File: src/rtl/ilm_pkg.sv
package ilm_pkg;

  // Per-channel register offsets; channel two sits one stride higher
  localparam logic [7:0] ADDR_CODE_LEN = 8'h0e;
  localparam logic [7:0] ADDR_TX_CODE = 8'h0f;
  localparam logic [7:0] ADDR_ACT_CODE = 8'h10;
  localparam logic [7:0] ADDR_DEACT_CODE = 8'h11;
  localparam logic [7:0] ADDR_ERR_CTRL = 8'h12;
  localparam logic [7:0] CH_STRIDE = 8'h20;
  localparam int CH_SEL_BIT = 5;
  localparam int NUM_CH = 2;

  // Length register fields
  localparam int TX_LEN_LSB = 4;
  localparam int ACT_LEN_LSB = 2;
  localparam int DEACT_LEN_LSB = 0;
  localparam logic [7:0] LEN_WR_MASK = 8'h3f;

  // Error insert and count control fields
  localparam int VIOL_INS_BIT = 6;
  localparam int LOGIC_LOGIC_ERROR_INSERT_BIT = 5;
  localparam int ZERO_DEF_BIT = 4;
  localparam int ERR_SEL_LSB = 2;
  localparam int REPORT_MODE_BIT = 1;
  localparam int XFER_BIT = 0;
  localparam logic [7:0] CTRL_WR_MASK = 8'h7f;

  // Values after reset, and the count saturation limit
  localparam logic [7:0] RST_CODE_LEN = 8'h01;
  localparam logic [7:0] RST_TX_CODE = 8'h01;
  localparam logic [7:0] RST_ACT_CODE = 8'h01;
  localparam logic [7:0] RST_DEACT_CODE = 8'h09;
  localparam logic [7:0] RST_ERR_CTRL = 8'h00;
  localparam logic [15:0] COUNT_MAX = 16'hffff;

  // Pattern select code that sends the inband code
  localparam logic [1:0] TX_PATTERN_SEL_INBAND = 2'b11;

  typedef enum logic [1:0] {
    ILM_SRC_LOGIC = 2'b00,
    ILM_SRC_ZERO = 2'b01,
    ILM_SRC_CV = 2'b10,
    ILM_SRC_CV_ZERO = 2'b11
  } ilm_src_e;

  typedef struct packed {
    logic [7:0] lens;
    logic [7:0] tx_code;
    logic [7:0] act_code;
    logic [7:0] deact_code;
    logic [7:0] ctrl;
  } ilm_regs_s;

  // Line side inputs of one channel
  typedef struct packed {
    logic tx_data;
    logic tx_bit_en;
    logic rx_data;
    logic rx_bit_en;
    logic [1:0] tx_pattern_sel;
    logic logic_err;
    logic zero_err;
    logic cv_err;
    logic report_tick;
  } ilm_line_in_s;

  // Line side outputs of one channel
  typedef struct packed {
    logic tx_data;
    logic violation_insert;
    logic logic_error_insert;
    logic zero_run_definition;
    logic act_detect;
    logic deact_detect;
  } ilm_line_out_s;

endpackage

File: src/rtl/ilm_err_counter.sv
`timescale 1ns/10ps
`default_nettype none
module ilm_err_counter
  import ilm_pkg::*;
(
  // Clock and reset
  input wire logic i_mclk,
  input wire logic i_rst,
  // Source select and events
  input wire logic [1:0] i_err_sel,
  input wire logic i_logic_err,
  input wire logic i_zero_err,
  input wire logic i_cv_err,
  input wire logic i_transfer,
  // Latched result
  output logic [15:0] o_result
);

  typedef struct packed {
    logic [15:0] count;
    logic [15:0] result;
  } ilm_cnt_s;

  ilm_cnt_s st;
  ilm_cnt_s next_st;
  logic hit;

  // Pick the counted event, then count or transfer
  always_comb begin
    next_st = st;
    case (ilm_src_e'(i_err_sel))
      ILM_SRC_LOGIC: hit = i_logic_err;
      ILM_SRC_ZERO: hit = i_zero_err;
      ILM_SRC_CV: hit = i_cv_err;
      default: hit = i_cv_err | i_zero_err;
    endcase
    if (i_transfer) begin
      next_st.result = st.count;
      // Event in the transfer cycle starts the new count, not lost
      next_st.count = {15'h0000, hit};
    end else if (hit && st.count != COUNT_MAX) begin
      next_st.count = st.count + 16'h0001; // Saturates, no wrap
    end
  end

  always_ff @(posedge i_mclk or posedge i_rst) begin
    if (i_rst) begin
      st <= '0;
    end else begin
      st <= next_st;
    end
  end

  assign o_result = st.result;
endmodule
`default_nettype wire

File: src/rtl/ilm_maint_regs.sv
`timescale 1ns/10ps
`default_nettype none
module ilm_maint_regs
  import ilm_pkg::*;
(
  // Clock and reset
  input wire logic i_mclk,
  input wire logic i_rst,
  // Host control port
  input wire logic [7:0] i_addr,
  input wire logic i_wr_en,
  input wire logic i_rd_en,
  input wire logic [7:0] i_wdata,
  output logic [7:0] o_rdata,
  // Line side per channel
  input wire ilm_line_in_s [NUM_CH-1:0] i_line,
  output ilm_line_out_s [NUM_CH-1:0] o_line,
  // Count results per channel, high and low bytes
  output logic [NUM_CH-1:0][15:0] o_count_result
);

  typedef struct packed {
    logic [7:0] rdata;
    ilm_regs_s [NUM_CH-1:0] regs;
    logic [NUM_CH-1:0][2:0] tx_pos;
    logic [NUM_CH-1:0][7:0] rx_hist;
    ilm_line_out_s [NUM_CH-1:0] out;
    logic [NUM_CH-1:0] xfer;
  } ilm_state_s;

  ilm_state_s st;
  ilm_state_s next_st;

  // Mask of the low code bits in use for a length code
  function automatic logic [7:0] len_mask(input logic [1:0] sel);
    case (sel)
      2'b00: len_mask = 8'h1f;
      2'b01: len_mask = 8'h3f;
      2'b10: len_mask = 8'h7f;
      default: len_mask = 8'hff;
    endcase
  endfunction

  // Channel decode: address bit 5 picks the channel copy
  logic wr_ch;
  logic [7:0] offs;
  assign wr_ch = i_addr[CH_SEL_BIT];
  assign offs = i_addr & ~CH_STRIDE;

  always_comb begin
    logic [7:0] w;
    logic [1:0] sel;
    logic [2:0] top;
    logic [7:0] old_ctrl;
    logic [7:0] new_ctrl;
    logic [2:0] pos;
    w = 8'h00;
    sel = 2'b00;
    top = 3'b000;
    old_ctrl = 8'h00;
    new_ctrl = 8'h00;
    pos = 3'b000;
    next_st = st;

    // Register read, answered one cycle later; unmapped reads zero
    if (i_rd_en) begin
      if (offs == ADDR_CODE_LEN) begin
        next_st.rdata = st.regs[wr_ch].lens;
      end else if (offs == ADDR_TX_CODE) begin
        next_st.rdata = st.regs[wr_ch].tx_code;
      end else if (offs == ADDR_ACT_CODE) begin
        next_st.rdata = st.regs[wr_ch].act_code;
      end else if (offs == ADDR_DEACT_CODE) begin
        next_st.rdata = st.regs[wr_ch].deact_code;
      end else if (offs == ADDR_ERR_CTRL) begin
        next_st.rdata = st.regs[wr_ch].ctrl;
      end else begin
        next_st.rdata = 8'h00;
      end
    end

    // Register write; reserved bits are dropped so they read zero
    if (i_wr_en) begin
      w = i_wdata;
      if (offs == ADDR_CODE_LEN) begin
        next_st.regs[wr_ch].lens = w & LEN_WR_MASK;
      end else if (offs == ADDR_TX_CODE) begin
        next_st.regs[wr_ch].tx_code = w;
      end else if (offs == ADDR_ACT_CODE) begin
        next_st.regs[wr_ch].act_code = w;
      end else if (offs == ADDR_DEACT_CODE) begin
        next_st.regs[wr_ch].deact_code = w;
      end else if (offs == ADDR_ERR_CTRL) begin
        next_st.regs[wr_ch].ctrl = w & CTRL_WR_MASK;
      end
    end

    for (int c = 0; c < NUM_CH; c++) begin
      old_ctrl = st.regs[c].ctrl;
      new_ctrl = next_st.regs[c].ctrl;
      // Single shots fire on a written 0 to 1 change only
      next_st.out[c].violation_insert =
        new_ctrl[VIOL_INS_BIT] & ~old_ctrl[VIOL_INS_BIT];
      next_st.out[c].logic_error_insert =
        new_ctrl[LOGIC_LOGIC_ERROR_INSERT_BIT] & ~old_ctrl[LOGIC_LOGIC_ERROR_INSERT_BIT];
      // Auto mode also transfers on each report tick
      next_st.xfer[c] =
        (new_ctrl[XFER_BIT] & ~old_ctrl[XFER_BIT])
        | (old_ctrl[REPORT_MODE_BIT] & i_line[c].report_tick);
      next_st.out[c].zero_run_definition = old_ctrl[ZERO_DEF_BIT];

      // Transmit repeater, code sent most significant used bit first
      sel = st.regs[c].lens[TX_LEN_LSB +: 2];
      top = 3'(4 + sel);
      if (i_line[c].tx_bit_en) begin
        if (i_line[c].tx_pattern_sel == TX_PATTERN_SEL_INBAND) begin
          // Length cut below the saved position restarts the code, index never wraps
          pos = (st.tx_pos[c] > top) ? 3'b000 : st.tx_pos[c];
          next_st.out[c].tx_data = st.regs[c].tx_code[top - pos];
          next_st.tx_pos[c] = (pos >= top) ? 3'b000 : pos + 3'b001;
        end else begin
          next_st.out[c].tx_data = i_line[c].tx_data;
          next_st.tx_pos[c] = 3'b000;
        end
      end

      // Receive matcher over the newest bits, upper code bits masked
      if (i_line[c].rx_bit_en) begin
        next_st.rx_hist[c] = {st.rx_hist[c][6:0], i_line[c].rx_data};
      end
      next_st.out[c].act_detect =
        ((st.rx_hist[c] ^ st.regs[c].act_code)
         & len_mask(st.regs[c].lens[ACT_LEN_LSB +: 2])) == 8'h00;
      next_st.out[c].deact_detect =
        ((st.rx_hist[c] ^ st.regs[c].deact_code)
         & len_mask(st.regs[c].lens[DEACT_LEN_LSB +: 2])) == 8'h00;
    end
  end

  // State register; history reset to ones so no false early match
  always_ff @(posedge i_mclk or posedge i_rst) begin
    if (i_rst) begin
      st <= '0;
      for (int c = 0; c < NUM_CH; c++) begin
        st.regs[c].lens <= RST_CODE_LEN;
        st.regs[c].tx_code <= RST_TX_CODE;
        st.regs[c].act_code <= RST_ACT_CODE;
        st.regs[c].deact_code <= RST_DEACT_CODE;
        st.regs[c].ctrl <= RST_ERR_CTRL;
        st.rx_hist[c] <= 8'hff;
      end
    end else begin
      st <= next_st;
    end
  end

  // One error counter per channel
  generate
    for (genvar g = 0; g < NUM_CH; g++) begin : g_cnt
      ilm_err_counter u_cnt (
        .i_mclk(i_mclk),
        .i_rst(i_rst),
        .i_err_sel(st.regs[g].ctrl[ERR_SEL_LSB +: 2]),
        .i_logic_err(i_line[g].logic_err),
        .i_zero_err(i_line[g].zero_err),
        .i_cv_err(i_line[g].cv_err),
        .i_transfer(st.xfer[g]),
        .o_result(o_count_result[g])
      );
    end
  endgenerate

  assign o_rdata = st.rdata;
  assign o_line = st.out;
endmodule
`default_nettype wire

File: config.mk
export PLATFORM = sky130hd
export DESIGN_NAME = ilm_maint_regs
export DESIGN_NICKNAME = d
export VERILOG_FILES = /design/src/rtl/ilm_pkg.sv /design/src/rtl/ilm_err_counter.sv /design/src/rtl/ilm_maint_regs.sv
export SDC_FILE = /design/constraint.sdc
export NUM_CORES = 1
export LEC_CHECK = 0
export BUFFER_PORTS_ARGS = -buffer_cell sky130_fd_sc_hd__buf_2
export CAP_MARGIN = 5
export CORE_UTILIZATION = 35
export DETAILED_ROUTE_END_ITERATION = 10
export MAX_ROUTING_LAYER = met4
export PLACE_DENSITY = 0.54
export SLEW_MARGIN = 20
export SYNTH_ARGS = -nofsm -noshare
export SYNTH_HDL_FRONTEND = slang
export SYNTH_HIERARCHICAL = 1
export SYNTH_SLANG_ARGS = --single-unit
File: constraint.sdc
create_clock -name i_mclk -period 8.28 [get_ports i_mclk]
set_clock_uncertainty 0.05 [all_clocks]
set_input_delay 1.656 -clock i_mclk [delete_from_list [all_inputs] [get_ports i_mclk]]
set_output_delay 1.656 -clock i_mclk [all_outputs]
set_load 0.01 [all_outputs]
**Word-level counts from Yosys, hierarchy flattened**

Cells that the tools add are included.

- Flip-flop bits (word level): 188
- Input bits: 40
- Output and inout port bits: 52
- Logic and storage cells: 164

- Add/sub/neg operators: 8
- Order comparisons: 8
- Eq/ne operators: 21
- Muxes and demuxes: 50
- Bitwise operators: 26
- Reductions and logical operators: 17

Operators with widths:

| cell | number |
|---|---|
| $bwmux 80 | 5 |
| $mux 80 | 5 |
| $demux 40 s1 | 5 |
| $mux 40 | 3 |
| $pmux 8 s3 | 4 |
| $mux 16 | 5 |
| $mux 8 | 6 |
| $mux 47 | 1 |
| $add 16x1->16 const B | 2 |
| $and 8x8->8 | 4 |
| $logic_not 8->1 | 4 |
| $mux 32 | 1 |
| $ne 16x16->1 const B | 2 |
| $xor 8x8->8 | 4 |
| $mux 24 | 1 |
| $eq 7x5->1 const B | 3 |
| $mux 3 | 6 |
| $eq 2x2->1 const B | 8 |
| $eq 7x4->1 const B | 2 |
| $eq 2x1->1 const B | 6 |
| $logic_not 2->1 | 6 |
| $and 1x1->1 | 8 |
| $lt 3x4->1 const B | 2 |
| $add 3x1->3 const B | 2 |
| 15 further kinds | 35 |

**Depth between registers and ports, before layout**

- Depth after elaboration: 13
- Gate-level depth with buffers: 11
- Depth with buffers taken out: 11

**By module**

Netlist, hierarchy kept.

By module, submodules not included:

| module | times used | cells each | area an instance (um2) | seq. area each (um2) |
|---|---|---|---|---|
| ilm_maint_regs | 1 | 509 | 6231.0 | 2985.4 |
| ilm_err_counter | 2 | 150 | 1679.1 | 800.8 |

**Worst setup path before layout**

Ideal clock, no wire load.

- Path kind: input to register
- Start point: input i_addr[6]
- End point: register st, in the netlist next_st[10]
- Setup time: 0.125 ns
- Arrival: 3.192 ns
- Required time: 8.105 ns
- Slack: 4.913 ns
- Stages: 6
- Path buffers: 1
- Cell sequence: or4_4 or2_1 buf_6 nor2_8 nand3_4 mux2_4

- Longest elaborated chain between the ends: 5
- Elaborated cells on any way between the ends: 11
- Those cells by class: eq/ne: 5; mux: 4; reduce/logical: 2

Ends and longest elaborated chain:

| what | line | RTL |
|---|---|---|
| start: declaration | ilm_maint_regs.sv:10 | `input wire logic [7:0] i_addr,` |
| $eq 7x5->1 | ilm_maint_regs.sv:91 | `end else if (offs == ADDR_DEACT_CODE) begin` |
| $mux 80 | ilm_maint_regs.sv:91 |  |
| $mux 80 | ilm_maint_regs.sv:89 | `end else if (offs == ADDR_ACT_CODE) begin` |
| $mux 80 | ilm_maint_regs.sv:87 | `end else if (offs == ADDR_TX_CODE) begin` |
| $mux 80 | ilm_maint_regs.sv:85 | `if (offs == ADDR_CODE_LEN) begin` |
| end signal: assignment | ilm_maint_regs.sv:153 | `st <= next_st;` |
| end: declaration | ilm_maint_regs.sv:31 | `ilm_state_s st;` |

Parallel ways exist; a longest one is shown, timed or not.
A chain may end at the register's enable or synchronous reset.

==> flow_metrics.tcl <==
set metrics [dict create \
    cp_max_fo 11 \
    cts-root-buf "clkbuf_16" \
    peakVddDrop_mv 0.121 \
    rows 60 \
    drtIter0Drc 431 \
    grt_usage_pct 17.2 \
    fin_crit_sh_pct 41.6 \
    hold_buffers 0 \
    cp-end-kind "flip-flop" \
    dieArea_um2 28100 \
    cts_setup_buffers 0 \
    holdWs_ns 0.401 \
    final_common_cell "dfrtp_1" \
    die_x_um 168 \
    hp-class "reg2reg" \
    start_util_pct 35.6 \
    die_height_um 168 \
    io_buffers 91 \
    layout_min_cycle_time_ns 3.45 \
    crit_path_max_incr_delay_ns 0.77 \
    syn_nets 863 \
    area_delta_synth_final_pct 9.39 \
    finalSetupViolCount 0 \
    detail-route-antenna-nets 0 \
    worst_setup_path_start_kind "input pin" \
    cts_resized 0 \
    antenna_found_initial 0 \
    clk_path_buf_depth 2 \
    finalNetCount 892 \
    setup-tns-final_ns 0 \
    clk_pin_slew_ns 0.07 \
    final_area_um2 10500 \
    maxCapViolations 0 \
    synth-edff-count 0 \
    clk_latency_ns 0.43 \
    slowest_stage "nor4b_1" \
    fmax_ghz 0.290 \
    dp_hpwl_mm 15.9 \
    vias_per_cell 5.26 \
    pin_count 92 \
    critical_path_class "in2reg" \
    avgSynthCellArea_um2 11.9 \
    drive_above_1_share_pct 38.2 \
    syn_inst 809 \
    cts_made_buffers 17 \
    finalPower_mw 2.34 \
    maxSlewHeadroom_pct 37.3 \
    rsz0062_at_grt "false" \
    grt-ovfl-total 0 \
    grt_pass1_vias 6353 \
    p_leak_nw 4.71 \
    vias 6274 \
    final_max_slew_viol_count 0 \
    syn_area_um2 9590 \
    crit_chain "buf_2, inv_1, nor4b_1, nand4_1, mux2_2" \
    cts_max_level 4 \
    final-hold-violation-count 0 \
    dpl_cell_area_um2 9910 \
    routed_wl_mm 22.4 \
    crit_arrival_ns 3.71 \
    ys_async_sr_fraction_pct 100 \
    powerDensity_nw_per_um2 223 \
    worstMarginPinSlew_ns 0.941 \
    grt_max_degree 74 \
    gp_congestion 0.820 \
    synthDistinctLibCells 68 \
    synth_ff_type "dfrtp_1" \
    status "finished, final reports clean" \
    most-common-layout-cells "dfrtp_1, mux2_2, buf_2" \
    ys_ff_latch 182 \
    crit_required_ns 8.54 \
    grt_pass1_wl_mm 36.5 \
    cts.sinks 182 \
    drc 0 \
    yosysWarnings 6 \
    cts_tree "yes" \
    yosysSeqAreaShare_pct 47.8 \
    post_drt_wl_per_cell_um 18.8 \
    n_antenna_cell 0 \
    dr.pass1.iters 5 \
    core_area_um2 27000 \
]
-- synthesized netlist by cell type, drive strengths merged (5+ instances only) --
| cell type | count | area share [%] |
|---|---|---|
| a21oi | 32 | 1.7 |
| a22o | 6 | 0.57 |
| buf | 66 | 4.9 |
| clkbuf | 22 | 1.7 |
| dfrtp | 156 | 41 |
| dfstp | 26 | 7.1 |
| ha | 12 | 1.6 |
| inv | 26 | 1.0 |
| mux2 | 132 | 16 |
| mux2i | 9 | 0.94 |
| mux4 | 8 | 1.9 |
| nand2 | 43 | 1.8 |
| nand2b | 5 | 0.33 |
| nand3 | 27 | 1.6 |
| nand3b | 5 | 0.39 |
| nand4 | 16 | 1.2 |
| nor2 | 15 | 0.78 |
| nor2b | 15 | 0.98 |
| nor3b | 6 | 0.47 |
| nor4 | 12 | 1.0 |
| o211ai | 9 | 0.70 |
| o21ai | 27 | 1.4 |
| o22ai | 11 | 0.72 |
| o311ai | 6 | 0.55 |
| o31ai | 17 | 1.3 |
| o32a | 5 | 0.52 |
| or2 | 5 | 0.33 |
| or4 | 17 | 1.5 |
| xnor2 | 16 | 1.5 |
| xor2 | 20 | 1.8 |
-- metal layers --
metal | vias up | wire [um] | track usage (%)
met3 | 11 | 807 | 3.10
met5 | - | 0 | -
met4 | 0 | 123 | 2.83
li1 | 2979 | - | -
met1 | 3158 | 10400 | 22.8
met2 | 126 | 11100 | 27.7
-- cell families after synthesis --
family,count (synthesis),share of synthesized area [%]
AND/OR/NAND/NOR,182,11.7
flip-flops,182,47.8
multiplexers,149,18.6
AO/OA/AOI/OAI,132,9.06
buffers and inverters,114,7.59
XOR/XNOR,36,3.29
adder cells (fa/ha/maj),14,1.98
-- through the flow --
| stage | utilization [%] | std cells | setup WS, ns |
|---|---|---|---|
| final | 38.9 | 1192 | 4.83 |
| after global routing | 38.9 | 1192 | 4.63 |
| after CTS | 38.9 | 1192 | 4.85 |
| after detailed placement | 36.8 | 1160 | 4.45 |
| after global placement | 36.8 | 1160 | 4.54 |
| after floorplan | - | 809 | 3.49 |
-- critical path: cells and delay by family --
family / cells / cell delay, ns
simple gates: 2 / 1.27
mux: 1 / 0.44
buf+inv: 2 / 0.35
-- report_power, final --
group / total, mW / switching (mW) / internal, mW
clock: 0.818 / 0.369 / 0.449
combinational: 0.374 / 0.183 / 0.191
sequential: 1.15 / 0.125 / 1.02
total: 2.34 / 0.677 / 1.67
-- sequential cells by signal (all words and copies together) (netlist names) --
name and count:
st 96, g_cnt.u_cnt/o_result 32, g_cnt.u_cnt/st 32, o_line 12, o_rdata 8, next_st 2
-- final timing paths --
check                      slack, ns                    from  cells after the start                     end
setup / recovery                4.83               i_addr[1]                      5     st[101]$_DFFE_PP0P_
hold / removal                  0.40  next_st[4]$_DFFE_PP0P_                      0     o_line[2]$_DFF_PP0_
setup reg to reg                5.25     st[113]$_DFFE_PP0P_                     10  o_line[11]$_DFFE_PP0P_
hold reg to reg                 0.40  next_st[4]$_DFFE_PP0P_                      0     o_line[2]$_DFF_PP0_
max in group asynchronous       5.53                   i_rst                      3      st[54]$_DFFE_PP0P_
min in group asynchronous       1.29                   i_rst                      2     o_line[4]$_DFF_PP0_
-- cell type report --
type	instances	area (um2)
tap	341	427
clock buffer	19	433
timing repair buffer	98	508
inverter	26	100
clock inverter	13	149
sequential	182	4590
multi-input combinational	513	4290
fill	2650	16500
(Power assumes the default switching activity.)
